==> config.mk <==
export PLATFORM = sky130hd
export DESIGN_NAME = pmr_ctrl
export DESIGN_NICKNAME = d
export VERILOG_FILES = /design/src/rtl/pmr_pkg.sv /design/src/rtl/pmr_sync3.sv /design/src/rtl/pmr_lock_timer.sv /design/src/rtl/pmr_ctrl.sv
export VERILOG_INCLUDE_DIRS = /design/src /design/src/rtl
export SDC_FILE = /design/constraint.sdc
export NUM_CORES = 1
export LEC_CHECK = 0
export BUFFER_PORTS_ARGS = -buffer_cell sky130_fd_sc_hd__buf_2
export CAP_MARGIN = 0
export CORE_UTILIZATION = 35
export CTS_CLUSTER_SIZE = 14
export DETAILED_ROUTE_END_ITERATION = 6
export PLACE_DENSITY = 0.63
export SLEW_MARGIN = 5
export SYNTH_ARGS = -nofsm -noshare
export SYNTH_HDL_FRONTEND = slang
export SYNTH_SLANG_ARGS = --single-unit
==> constraint.sdc <==
create_clock -name pclk -period 3.51 [get_ports pclk]
set_input_delay 0.5265 -clock pclk [delete_from_list [all_inputs] [get_ports pclk]]
set_output_delay 0.5265 -clock pclk [all_outputs]
set_load 0.02 [all_outputs]
==> src/rtl/pmr_defines.svh <==
// register offsets, field positions, reset values and timing counts of the pll mode and reset control block
`ifndef PMR_DEFINES_SVH
`define PMR_DEFINES_SVH
`define PMR_OFF_GDIV      8'h60
`define PMR_OFF_GPWR      8'h64
`define PMR_OFF_GFRAC     8'h68
`define PMR_OFF_GSPREAD   8'h6c
`define PMR_OFF_GWAVE     8'h70
`define PMR_OFF_MODE      8'h80
`define PMR_OFF_MISC      8'h84
`define PMR_OFF_GLBTH     8'h8c
`define PMR_OFF_CNTTH     8'h90
`define PMR_OFF_RSTST     8'h94
`define PMR_OFF_SNDVAL    8'h98
`define PMR_OFF_FSTVAL    8'h9c
`define PMR_OFF_NDIV      8'ha0
// implemented bits of the masked 16-bit registers and of the 32-bit fraction and count threshold registers, the rest read zero except the gpwr lock bit
`define PMR_IMPL_DIV      16'hffff
`define PMR_IMPL_PWR      16'hf1ff
`define PMR_IMPL_SPREAD   16'h1fff
`define PMR_IMPL_WAVE     16'hff01
`define PMR_IMPL_MODE     16'h1113
`define PMR_IMPL_MISC     16'hbf07
`define PMR_IMPL_FRAC     32'h0fff_ffff
`define PMR_IMPL_CNTTH    32'hffff_c000
// reset values
`define PMR_RST_GDIV      16'h1051
`define PMR_RST_NDIV      16'h3064
`define PMR_RST_GPWR      16'h0042
`define PMR_RST_GFRAC     32'h00eb_84f8
`define PMR_RST_SPREAD    16'h0007
`define PMR_RST_WAVE      16'h7f00
`define PMR_RST_MODE      16'h0000
`define PMR_RST_MISC      16'ha000
`define PMR_RST_CNTTH     32'h3a98_0000
`define PMR_RST_GLBTH     32'h0000_0064
// field positions
`define PMR_BIT_BYPASS    15
`define PMR_BIT_PDSEL     15
`define PMR_BIT_PDB       14
`define PMR_BIT_PDA       13
`define PMR_BIT_DSMPD     12
`define PMR_BIT_LOCK      10
`define PMR_BIT_EXTWAVE   0
`define PMR_BIT_USBSEL    15
`define PMR_BIT_VIDSEL    13
`define PMR_BIT_WRSTWFI   2
`define PMR_BIT_SRSTWFI   1
`define PMR_BIT_WARMEN    0
`define PMR_BIT_WDTSEL    15
`define PMR_BIT_TSSEL     14
`define PMR_TEST_LAST     5'h17
`define PMR_NUM_FLAGS     6
`endif

==> src/rtl/pmr_pkg.sv <==
// types shared by the pll mode and reset control block
package pmr_pkg;
  typedef struct packed {
    logic        bypass;
    logic [2:0]  first_post_divider;
    logic [11:0] feedback_divider;
    logic [2:0]  second_post_divider;
    logic [5:0]  reference_divider;
    logic        modulator_on;
    logic        powerdown;
    logic [3:0]  out_off;
    logic [23:0] fraction;
    logic [4:0]  spread;
    logic [3:0]  mod_freq_div;
    logic        center_spread;
    logic        mod_state_reset;
    logic        mod_module_bypass;
    logic        modulator_integration_bypass;
    logic        ext_wave_sel;
    logic [7:0]  ext_wave_maxaddr;
  } pmr_pll_ctrl_type;
  typedef struct packed {
    logic cpu_warm;
    logic cpu_soft;
    logic glb_first;
    logic glb_second;
  } pmr_rst_out_type;
endpackage

==> src/rtl/pmr_sync3.sv <==
// three-stage synchroniser that accepts a change once stages two and three agree
`timescale 1ns/1ps
module pmr_sync3 #(
  parameter int W = 5
) (
  input  wire logic         pclk,
  input  wire logic         presetn,
  input  wire logic         clk_en,
  input  wire logic [W-1:0] async_in,
  output logic      [W-1:0] sync_out
);
  logic [W-1:0] s1_r;
  logic [W-1:0] s2_r;
  logic [W-1:0] s3_r;

  // stage one feeds only stage two
  always_ff @(posedge pclk or negedge presetn) begin
    if (!presetn) begin
      s1_r     <= '0;
      s2_r     <= '0;
      s3_r     <= '0;
      sync_out <= '0;
    end else if (clk_en) begin
      s1_r <= async_in;
      s2_r <= s1_r;
      s3_r <= s2_r;
      for (int i = 0; i < W; i++) begin
        if (s2_r[i] == s3_r[i]) begin
          sync_out[i] <= s3_r[i];
        end
      end
    end
  end
endmodule // pmr_sync3

==> src/rtl/pmr_lock_timer.sv <==
// lock qualifier: holds the lock indicator low for the programmed oscillator cycles
`timescale 1ns/1ps
module pmr_lock_timer (
  input  wire logic        pclk,
  input  wire logic        presetn,
  input  wire logic        clk_en,
  input  wire logic        restart,
  input  wire logic        hold_off,
  input  wire logic        osc_tick,
  input  wire logic        analog_lock,
  input  wire logic [15:0] lock_period,
  output logic             locked_r
);
  logic [15:0] cnt_r;
  wire         cnt_done = (cnt_r >= lock_period);

  // count oscillator ticks since the last restart, saturating at the period
  always_ff @(posedge pclk or negedge presetn) begin
    if (!presetn) begin
      cnt_r    <= 16'h0000;
      locked_r <= 1'b0;
    end else if (clk_en) begin
      if (restart || hold_off) begin
        cnt_r <= 16'h0000;
      end else if (osc_tick && !cnt_done) begin
        cnt_r <= cnt_r + 16'h0001;
      end
      locked_r <= !(restart || hold_off) && cnt_done && analog_lock;
    end
  end
endmodule // pmr_lock_timer

==> src/rtl/pmr_ctrl.sv <==
// apb register block for general pll configuration, pll modes and global reset control
`timescale 1ns/1ps
`include "pmr_defines.svh"
module pmr_ctrl (
  input  wire logic                      pclk,
  input  wire logic                      presetn,
  input  wire logic                      clk_en,
  input  wire logic                      psel,
  input  wire logic                      penable,
  input  wire logic                      pwrite,
  input  wire logic [7:0]                paddr,
  input  wire logic [31:0]               pwdata,
  output logic      [31:0]               prdata,
  output logic                           pready,
  output logic                           pslverr,
  input  wire logic                      osc_clk_in,
  input  wire logic                      pll_lock_raw,
  input  wire logic                      cpu_wfi,
  input  wire logic                      watchdog_reset_request,
  input  wire logic                      thermal_reset_request,
  input  wire logic                      warm_reset_request,
  input  wire logic                      cpu_soft_reset_request,
  output pmr_pkg::pmr_pll_ctrl_type      gpll_ctrl,
  output logic      [14:0]               fifth_pll_div,
  output logic      [4:0]                pll_normal_mode,
  output logic                           usb_phy_clock_force_low,
  output logic                           video_phy_clock_force_low,
  output logic      [4:0]                test_clock_index,
  output logic                           test_clock_wireless,
  output pmr_pkg::pmr_rst_out_type       rst_out,
  output logic      [15:0]               first_reset_value,
  output logic      [15:0]               second_reset_value
);
  import pmr_pkg::*;

  // masked write: upper half enables the matching lower data bit
  function automatic logic [15:0] mask_wr(input logic [15:0] old, input logic [31:0] d);
    mask_wr = (old & ~d[31:16]) | (d[15:0] & d[31:16]);
  endfunction

  logic [15:0] gdiv_r, ndiv_r, gpwr_r, spread_r, wave_r, mode_r, misc_r;
  logic [15:0] sndval_r, fstval_r;
  logic [31:0] gfrac_r, cntth_r, glbth_r, glb_cnt_r;
  logic [5:0]  flags_r;
  logic        chg_r, pwr_prev_r, osc_prev_r, wdt_prev_r, ts_prev_r;
  logic [4:0]  pin_s;
  logic        lock_q;

  // apb: one wait state; the answer lands on the edge that raises pready, the write on the edge after it
  wire access = psel && penable;
  wire commit = access && pready;
  wire wr     = commit && pwrite;

  wire hit_gdiv   = (paddr == `PMR_OFF_GDIV);
  wire hit_gpwr   = (paddr == `PMR_OFF_GPWR);
  wire hit_gfrac  = (paddr == `PMR_OFF_GFRAC);
  wire hit_spread = (paddr == `PMR_OFF_GSPREAD);
  wire hit_wave   = (paddr == `PMR_OFF_GWAVE);
  wire hit_mode   = (paddr == `PMR_OFF_MODE);
  wire hit_misc   = (paddr == `PMR_OFF_MISC);
  wire hit_glbth  = (paddr == `PMR_OFF_GLBTH);
  wire hit_cntth  = (paddr == `PMR_OFF_CNTTH);
  wire hit_rstst  = (paddr == `PMR_OFF_RSTST);
  wire hit_sndval = (paddr == `PMR_OFF_SNDVAL);
  wire hit_fstval = (paddr == `PMR_OFF_FSTVAL);
  wire hit_ndiv   = (paddr == `PMR_OFF_NDIV);
  wire hit_any    = hit_gdiv | hit_gpwr | hit_gfrac | hit_spread | hit_wave | hit_mode | hit_misc |
                    hit_glbth | hit_cntth | hit_rstst | hit_sndval | hit_fstval | hit_ndiv;

  // next values of the masked registers and of the fraction register
  wire [15:0] gdiv_nxt   = mask_wr(gdiv_r, pwdata) & `PMR_IMPL_DIV;
  wire [15:0] ndiv_nxt   = mask_wr(ndiv_r, pwdata) & `PMR_IMPL_DIV;
  wire [15:0] gpwr_nxt   = mask_wr(gpwr_r, pwdata) & `PMR_IMPL_PWR & ~(16'h0001 << `PMR_BIT_LOCK);
  wire [15:0] spread_nxt = mask_wr(spread_r, pwdata) & `PMR_IMPL_SPREAD;
  wire [15:0] wave_nxt   = mask_wr(wave_r, pwdata) & `PMR_IMPL_WAVE;
  wire [15:0] mode_nxt   = mask_wr(mode_r, pwdata) & `PMR_IMPL_MODE;
  wire [15:0] misc_nxt   = mask_wr(misc_r, pwdata) & `PMR_IMPL_MISC;
  wire [31:0] gfrac_nxt  = pwdata & `PMR_IMPL_FRAC;

  // a change of any reference, feedback or fraction divider restarts lock qualification and, with the select bit clear, pulses power-down
  wire div_change = wr && ((hit_gdiv && gdiv_nxt[11:0] != gdiv_r[11:0]) ||
                           (hit_gpwr && gpwr_nxt[5:0] != gpwr_r[5:0]) ||
                           (hit_gfrac && gfrac_nxt[23:0] != gfrac_r[23:0]));

  // power-down source: request b alone, or request a plus divider changes
  wire pd_now = gpwr_r[`PMR_BIT_PDSEL] ? gpwr_r[`PMR_BIT_PDB] :
                (gpwr_r[`PMR_BIT_PDA] || chg_r);

  // oscillator ticks come from the settled, synchronised level
  wire osc_tick = pin_s[0] && !osc_prev_r;
  wire wfi_s    = pin_s[2];
  wire wdt_ev   = pin_s[3] && !wdt_prev_r;
  wire ts_ev    = pin_s[4] && !ts_prev_r;

  // global reset events and their routing
  wire sw_first   = wr && hit_fstval;
  wire sw_second  = wr && hit_sndval;
  wire wdt_first  = wdt_ev && cntth_r[`PMR_BIT_WDTSEL];
  wire wdt_second = wdt_ev && !cntth_r[`PMR_BIT_WDTSEL];
  wire ts_first   = ts_ev && cntth_r[`PMR_BIT_TSSEL];
  wire ts_second  = ts_ev && !cntth_r[`PMR_BIT_TSSEL];
  wire glb_first  = sw_first || wdt_first || ts_first;
  wire glb_second = sw_second || wdt_second || ts_second;
  wire [5:0] flag_set = {ts_second, ts_first, wdt_second, wdt_first, sw_second, sw_first};
  wire [5:0] flag_clr = (wr && hit_rstst) ? pwdata[5:0] : 6'h00;

  // cpu reset qualification
  wire warm_go = misc_r[`PMR_BIT_WARMEN] && warm_reset_request &&
                 (!misc_r[`PMR_BIT_WRSTWFI] || wfi_s);
  wire soft_go = misc_r[`PMR_BIT_SRSTWFI] ? (wfi_s && cpu_soft_reset_request) :
                 cpu_soft_reset_request;

  // read mux; write-only registers read as zero
  wire [31:0] rd_mux =
    hit_gdiv  ? {16'h0000, gdiv_r} :
    hit_gpwr  ? {16'h0000, gpwr_r | (16'(lock_q) << `PMR_BIT_LOCK)} :
    hit_gfrac ? gfrac_r :
    hit_mode  ? {16'h0000, mode_r} :
    hit_misc  ? {16'h0000, misc_r} :
    hit_glbth ? glbth_r :
    hit_cntth ? cntth_r :
    hit_rstst ? {26'h000_0000, flags_r} :
    hit_sndval ? {16'h0000, sndval_r} :
    hit_fstval ? {16'h0000, fstval_r} :
    hit_ndiv  ? {16'h0000, ndiv_r} : 32'h0000_0000;

  // pin inputs from other domains
  pmr_sync3 #(.W(5)) u_sync (
    .pclk     (pclk),
    .presetn  (presetn),
    .clk_en   (clk_en),
    .async_in ({thermal_reset_request, watchdog_reset_request, cpu_wfi, pll_lock_raw, osc_clk_in}),
    .sync_out (pin_s)
  );

  // lock qualification restarts on power-up or divider change
  pmr_lock_timer u_lock (
    .pclk        (pclk),
    .presetn     (presetn),
    .clk_en      (clk_en),
    .restart     (div_change || (pwr_prev_r && !pd_now)),
    .hold_off    (pd_now),
    .osc_tick    (osc_tick),
    .analog_lock (pin_s[1]),
    .lock_period (cntth_r[31:16]),
    .locked_r    (lock_q)
  );

  // apb handshake and read data
  always_ff @(posedge pclk or negedge presetn) begin
    if (!presetn) begin
      pready  <= 1'b0;
      prdata  <= 32'h0000_0000;
      pslverr <= 1'b0;
    end else if (clk_en) begin
      pready  <= access && !pready;
      prdata  <= (access && !pready && !pwrite) ? rd_mux : 32'h0000_0000;
      pslverr <= access && !pready && !hit_any;
    end
  end

  // register file; writes to unmapped addresses are dropped
  always_ff @(posedge pclk or negedge presetn) begin
    if (!presetn) begin
      gdiv_r   <= `PMR_RST_GDIV;
      ndiv_r   <= `PMR_RST_NDIV;
      gpwr_r   <= `PMR_RST_GPWR;
      gfrac_r  <= `PMR_RST_GFRAC;
      spread_r <= `PMR_RST_SPREAD;
      wave_r   <= `PMR_RST_WAVE;
      mode_r   <= `PMR_RST_MODE;
      misc_r   <= `PMR_RST_MISC;
      cntth_r  <= `PMR_RST_CNTTH;
      glbth_r  <= `PMR_RST_GLBTH;
      sndval_r <= 16'h0000;
      fstval_r <= 16'h0000;
    end else if (clk_en && wr) begin
      if (hit_gdiv)   gdiv_r   <= gdiv_nxt;
      if (hit_ndiv)   ndiv_r   <= ndiv_nxt;
      if (hit_gpwr)   gpwr_r   <= gpwr_nxt;
      if (hit_gfrac)  gfrac_r  <= gfrac_nxt;
      if (hit_spread) spread_r <= spread_nxt;
      if (hit_wave)   wave_r   <= wave_nxt;
      if (hit_mode)   mode_r   <= mode_nxt;
      if (hit_misc)   misc_r   <= misc_nxt;
      if (hit_cntth)  cntth_r  <= pwdata & `PMR_IMPL_CNTTH;
      if (hit_glbth)  glbth_r  <= pwdata;
      if (hit_sndval) sndval_r <= pwdata[15:0];
      if (hit_fstval) fstval_r <= pwdata[15:0];
    end
  end

  // sticky cause flags: a new event wins over a clear in the same cycle
  always_ff @(posedge pclk or negedge presetn) begin
    if (!presetn) begin
      flags_r <= 6'h00;
    end else if (clk_en) begin
      flags_r <= (flags_r & ~flag_clr) | flag_set;
    end
  end

  // edge history for pins, power state and the one-cycle divider change
  always_ff @(posedge pclk or negedge presetn) begin
    if (!presetn) begin
      chg_r      <= 1'b0;
      pwr_prev_r <= 1'b1;
      osc_prev_r <= 1'b0;
      wdt_prev_r <= 1'b0;
      ts_prev_r  <= 1'b0;
    end else if (clk_en) begin
      chg_r      <= div_change && !gpwr_r[`PMR_BIT_PDSEL];
      pwr_prev_r <= pd_now;
      osc_prev_r <= pin_s[0];
      wdt_prev_r <= pin_s[3];
      ts_prev_r  <= pin_s[4];
    end
  end

  // global reset pulse lasts the threshold count from the latest event, which reloads the count and replaces a running pulse
  always_ff @(posedge pclk or negedge presetn) begin
    if (!presetn) begin
      glb_cnt_r <= 32'h0000_0000;
      rst_out   <= '0;
    end else if (clk_en) begin
      if (glb_first || glb_second) begin
        glb_cnt_r          <= glbth_r;
        rst_out.glb_first  <= glb_first;
        rst_out.glb_second <= glb_second && !glb_first;
      end else if (glb_cnt_r > 32'h0000_0001) begin
        glb_cnt_r <= glb_cnt_r - 32'h0000_0001;
      end else begin
        glb_cnt_r          <= 32'h0000_0000;
        rst_out.glb_first  <= 1'b0;
        rst_out.glb_second <= 1'b0;
      end
      rst_out.cpu_warm <= warm_go;
      rst_out.cpu_soft <= soft_go;
    end
  end

  // pll control outputs follow the registers one cycle later
  always_ff @(posedge pclk or negedge presetn) begin
    if (!presetn) begin
      gpll_ctrl <= '0;
      fifth_pll_div <= 15'h0000;
      pll_normal_mode <= 5'h00;
      usb_phy_clock_force_low <= 1'b1;
      video_phy_clock_force_low <= 1'b1;
      test_clock_index <= 5'h00;
      test_clock_wireless <= 1'b0;
      first_reset_value <= 16'h0000;
      second_reset_value <= 16'h0000;
    end else if (clk_en) begin
      gpll_ctrl.bypass <= gdiv_r[`PMR_BIT_BYPASS];
      gpll_ctrl.first_post_divider <= gdiv_r[14:12];
      gpll_ctrl.feedback_divider <= gdiv_r[11:0];
      gpll_ctrl.second_post_divider <= gpwr_r[8:6];
      gpll_ctrl.reference_divider <= gpwr_r[5:0];
      gpll_ctrl.modulator_on <= !gpwr_r[`PMR_BIT_DSMPD];
      gpll_ctrl.powerdown <= pd_now;
      gpll_ctrl.out_off <= gfrac_r[27:24];
      gpll_ctrl.fraction <= gfrac_r[23:0];
      gpll_ctrl.spread <= spread_r[12:8];
      gpll_ctrl.mod_freq_div <= spread_r[7:4];
      gpll_ctrl.center_spread <= spread_r[3];
      gpll_ctrl.mod_state_reset <= spread_r[2];
      gpll_ctrl.mod_module_bypass <= spread_r[1];
      gpll_ctrl.modulator_integration_bypass <= spread_r[0];
      gpll_ctrl.ext_wave_sel <= wave_r[`PMR_BIT_EXTWAVE];
      gpll_ctrl.ext_wave_maxaddr <= wave_r[15:8];
      fifth_pll_div <= ndiv_r[14:0];
      pll_normal_mode <= {mode_r[12], mode_r[8], mode_r[4], mode_r[1], mode_r[0]};
      usb_phy_clock_force_low <= misc_r[`PMR_BIT_USBSEL];
      video_phy_clock_force_low <= misc_r[`PMR_BIT_VIDSEL];
      test_clock_index <= misc_r[12:8];
      test_clock_wireless <= (misc_r[12:8] > `PMR_TEST_LAST);
      first_reset_value <= fstval_r;
      second_reset_value <= sndval_r;
    end
  end

  // checks
  property p_mask_keep;
    @(posedge pclk) disable iff (!presetn || !clk_en)
    (wr && hit_mode && !pwdata[16]) |=> (mode_r[0] == $past(mode_r[0]));
  endproperty
  a_mask_keep: assert property (p_mask_keep) else $error("masked bit changed");
  property p_bypass;
    @(posedge pclk) disable iff (!presetn || !clk_en)
    (wr && hit_gdiv && pwdata[31]) |=> ##1 (gpll_ctrl.bypass == $past(pwdata[15], 2));
  endproperty
  a_bypass: assert property (p_bypass) else $error("bypass not routed");
  property p_pdsel;
    @(posedge pclk) disable iff (!presetn || !clk_en)
    (gpwr_r[15] && !gpwr_r[14]) |=> !gpll_ctrl.powerdown;
  endproperty
  a_pdsel: assert property (p_pdsel) else $error("powerdown not gated by select");
  property p_dsm;
    @(posedge pclk) disable iff (!presetn || !clk_en)
    $rose(gpwr_r[12]) |=> !gpll_ctrl.modulator_on;
  endproperty
  a_dsm: assert property (p_dsm) else $error("modulator enable inverted");
  property p_lock_ro;
    @(posedge pclk) disable iff (!presetn || !clk_en)
    (access && !pready && !pwrite && hit_gpwr) |=> (prdata[10] == $past(lock_q));
  endproperty
  a_lock_ro: assert property (p_lock_ro) else $error("lock bit misread");
  property p_test_sel;
    @(posedge pclk) disable iff (!presetn || !clk_en)
    (misc_r[12:8] == 5'h18) |=> test_clock_wireless;
  endproperty
  a_test_sel: assert property (p_test_sel) else $error("fallback clock not chosen");
  property p_warm;
    @(posedge pclk) disable iff (!presetn || !clk_en)
    !misc_r[0] |=> !rst_out.cpu_warm;
  endproperty
  a_warm: assert property (p_warm) else $error("warm reset without enable");
  property p_soft;
    @(posedge pclk) disable iff (!presetn || !clk_en)
    (misc_r[1] && !wfi_s) |=> !rst_out.cpu_soft;
  endproperty
  a_soft: assert property (p_soft) else $error("soft reset without wfi");
  property p_route;
    @(posedge pclk) disable iff (!presetn || !clk_en)
    (wdt_ev && !ts_ev && !sw_first && !sw_second && !cntth_r[15]) |=> (rst_out.glb_second && !rst_out.glb_first);
  endproperty
  a_route: assert property (p_route) else $error("watchdog misrouted");
  property p_flag_set;
    @(posedge pclk) disable iff (!presetn || !clk_en)
    flag_set[3] |=> flags_r[3];
  endproperty
  a_flag_set: assert property (p_flag_set) else $error("cause flag lost");
  property p_lock_wait;
    @(posedge pclk) disable iff (!presetn || !clk_en)
    div_change |=> !lock_q [*2];
  endproperty
  a_lock_wait: assert property (p_lock_wait) else $error("lock shown too early");
  c_write: cover property (@(posedge pclk) disable iff (!presetn) wr && hit_gdiv);
  c_lock: cover property (@(posedge pclk) disable iff (!presetn) $rose(lock_q));
  c_glb: cover property (@(posedge pclk) disable iff (!presetn) $rose(rst_out.glb_first));
endmodule // pmr_ctrl

==> metrics.cfg <==
[power]
ir_drop_mv=0.302
power_density_nw_per_um2=529
p_leak_nw=11.6
p_total_mw=12.7

[min_path]
hold_class=input port to asynchronous set/reset pin

[grt]
track_usage_pct=22.5
grt_pass1_vias=15100
antenna_found_initial=1
grt_remaining_overflow=0
grt_pass1_wl_um=99700
grt_max_degree=101

[clock_network]
hold_buffers=0
cts.reportedPaths.clkPinSlew_ps=60
clock_latency_ps=600
root_buffer=clkbuf_16
ctsResizeCount=0
postCtsSetupBuffers=0
htreeDepth=2
cts_tree=yes
max-clock-path-buffers=3
cts_buffers=47
clock-sinks=447

[place]
numPortBuffers=227
place_congestion=0.925
placed_area_um2=22400
hpwl_um=47100

[job]
maxCapViolations=0

[critical_path]
reg2reg_slack_ps=450
reg2reg_depth=9
cp_slowest_cell=nor2_1
cp.required_ps=4030
crit_chain=inv_1, ha_1, o2111ai_1, nor4_4, buf_4, nor2_1, nand3_1, o31ai_1, a22o_1
r2r-end=glb_cnt_r[20]
reg2reg_from=glb_cnt_r[0]
crit_family=simple AND/OR/NAND/NOR gates
worstSetupStartpointType=register
crit_buf_inv=2
critPathCaptureType=register
cp_slowest_stage_delay_ps=910
critical_path_class=register to register
cp.arrival_ps=3590
cp_max_fo=17

[detailed_routing]
postRouteAntennaNets=0
vias=15000
avgRoutedWirePerCell_um=24.5
drt-initial-drc-count=1125
drc_errors=0
wl_um=66300
first_pass_iters=5
vias_per_cell=5.53

[synthesis]
synthArstFlopShare_pct=100
ys_seq_elements=447
ys_types=65
syn_area_per_cell_um2=12.0
synth_edf_count=0
syn_area_um2=20200
synth_flop_cell=dfrtp_1
synth_seq_area_share_pct=55.6
yosys_warnings=0
synthCells=1684
syn-num-nets=1756

[sta]
max_freq_mhz=327
hold_viol_final=0
fin_crit_sh_pct=87.2
finalCriticalPeriod_ps=3060
max-slew-margin-rel_pct=18.3
fin_skew_ps=20.4
rsz0062_at_grt=false
finalSetupViolations=0
slew_viol_final=0
worst_pin_slew_ps=1220
fin_setup_tns_ps=0

[floorplanning]
row_count=87
start_util_pct=35.7
die_area_um2=58700
core-area_um2=56700
die_h_um=242
pin_count=228
die_x_um=242

[status]
status=finished clean

[finish]
seqCellArea_um2=11200
drive_above_1_share_pct=39.3
multi_input_area_um2=8400
finalInstanceArea_um2=24000
synthToLayoutAreaGrowth_pct=18.7
fillers=5285
nets=1988

-- Yosys cell counts, types with 17 or more instances --
cell | instances | area share [%]
xor2_1 | 18 | 0.78
inv_1 | 44 | 0.82
nand2_1 | 172 | 3.2
a22o_1 | 21 | 0.91
dfrtp_1 | 398 | 49
dfstp_2 | 49 | 6.4
xnor2_1 | 24 | 1.0
mux2_2 | 338 | 19
a21oi_1 | 51 | 1.3
nor2_1 | 48 | 0.89
a22oi_1 | 42 | 1.6
ha_1 | 19 | 1.2
o21ai_0 | 96 | 2.4
mux2i_1 | 18 | 0.89
clkbuf_1 | 91 | 1.7
nand3_1 | 22 | 0.54
nor3_1 | 25 | 0.62
o2bb2ai_1 | 17 | 0.74
-- through the flow --
step / setup WS, ps / cells / hold slack (ps) / utilization, %
after floorplan: 999 / 1684 / 231 / -
after global placement: 507 / 2623 / 466 / 39.6
after detailed placement: 401 / 2623 / 472 / 39.6
after CTS: 480 / 2710 / 3.49 / 42.3
after global routing: 296 / 2710 / 40.7 / 42.3
final: 448 / 2711 / 3.91 / 42.3
-- power by group --
group	internal (mW)	switching [mW]	total (mW)
clock	2.94	2.13	5.07
combinational	0.705	1.30	2.01
sequential	5.39	0.239	5.63
-- layout make-up --
cell class                 count  area share [%]
timing repair buffer         290            7.04
tap                          756            3.94
sequential                   447            46.8
clock inverter                16           0.761
clock buffer                  71            5.74
antenna                        1          0.0104
multi-input combinational   1086            35.0
inverter                      44           0.688
-- worst max path at each step --
stage / cells after the start / slack (ps) / from / to
after CTS: 9 / 480 / glb_cnt_r[0] / glb_cnt_r[20]
after detailed placement: 8 / 400 / paddr[3] / glb_cnt_r[20]
after floorplan: 7 / 1000 / glb_cnt_r[14] / glb_cnt_r[29]
final: 9 / 450 / glb_cnt_r[0] / glb_cnt_r[20]
after global placement: 7 / 510 / paddr[4] / prdata[16]
after global routing: 10 / 300 / cntth_r[29] / u_lock.cnt_r[5]
-- per-layer routing --
| layer | wire [um] | global-route usage (%) |
|---|---|---|
| met5 | 0 | 0 |
| met4 | 2980 | 10.5 |
| met3 | 4030 | 3.89 |
| met2 | 31000 | 35.6 |
| met1 | 28300 | 30.0 |
-- logic make-up after synthesis --
kind of cell    share of synthesized area (%)
compound gates                           10.5
fa+ha+maj                                1.18
simple gates                             8.28
mux                                      19.7
xor+xnor                                 1.82
flops                                    55.6
buf+inv                                  2.87
-- cells in the final DEF, fill, tap and decap left out, types with 18 or more instances in the layout --
| master | netlist | final |
|---|---|---|
| inv_1 | 44 | 43 |
| mux2i_1 | 18 | 18 |
| buf_2 | 8 | 225 |
| nand2_1 | 172 | 172 |
| a22o_1 | 21 | 21 |
| ha_1 | 19 | 19 |
| o21ai_0 | 96 | 95 |
| mux2_2 | 338 | 338 |
| a22oi_1 | 42 | 42 |
| dfrtp_1 | 398 | 398 |
| buf_4 | 1 | 58 |
| xnor2_1 | 24 | 24 |
| nor3_1 | 25 | 25 |
| clkbuf_16 | 0 | 48 |
| a21oi_1 | 51 | 51 |
| dfstp_2 | 49 | 49 |
| nand3_1 | 22 | 22 |
| nor2_1 | 48 | 48 |
| xor2_1 | 18 | 18 |
Power figures use the tool's default switching activity.
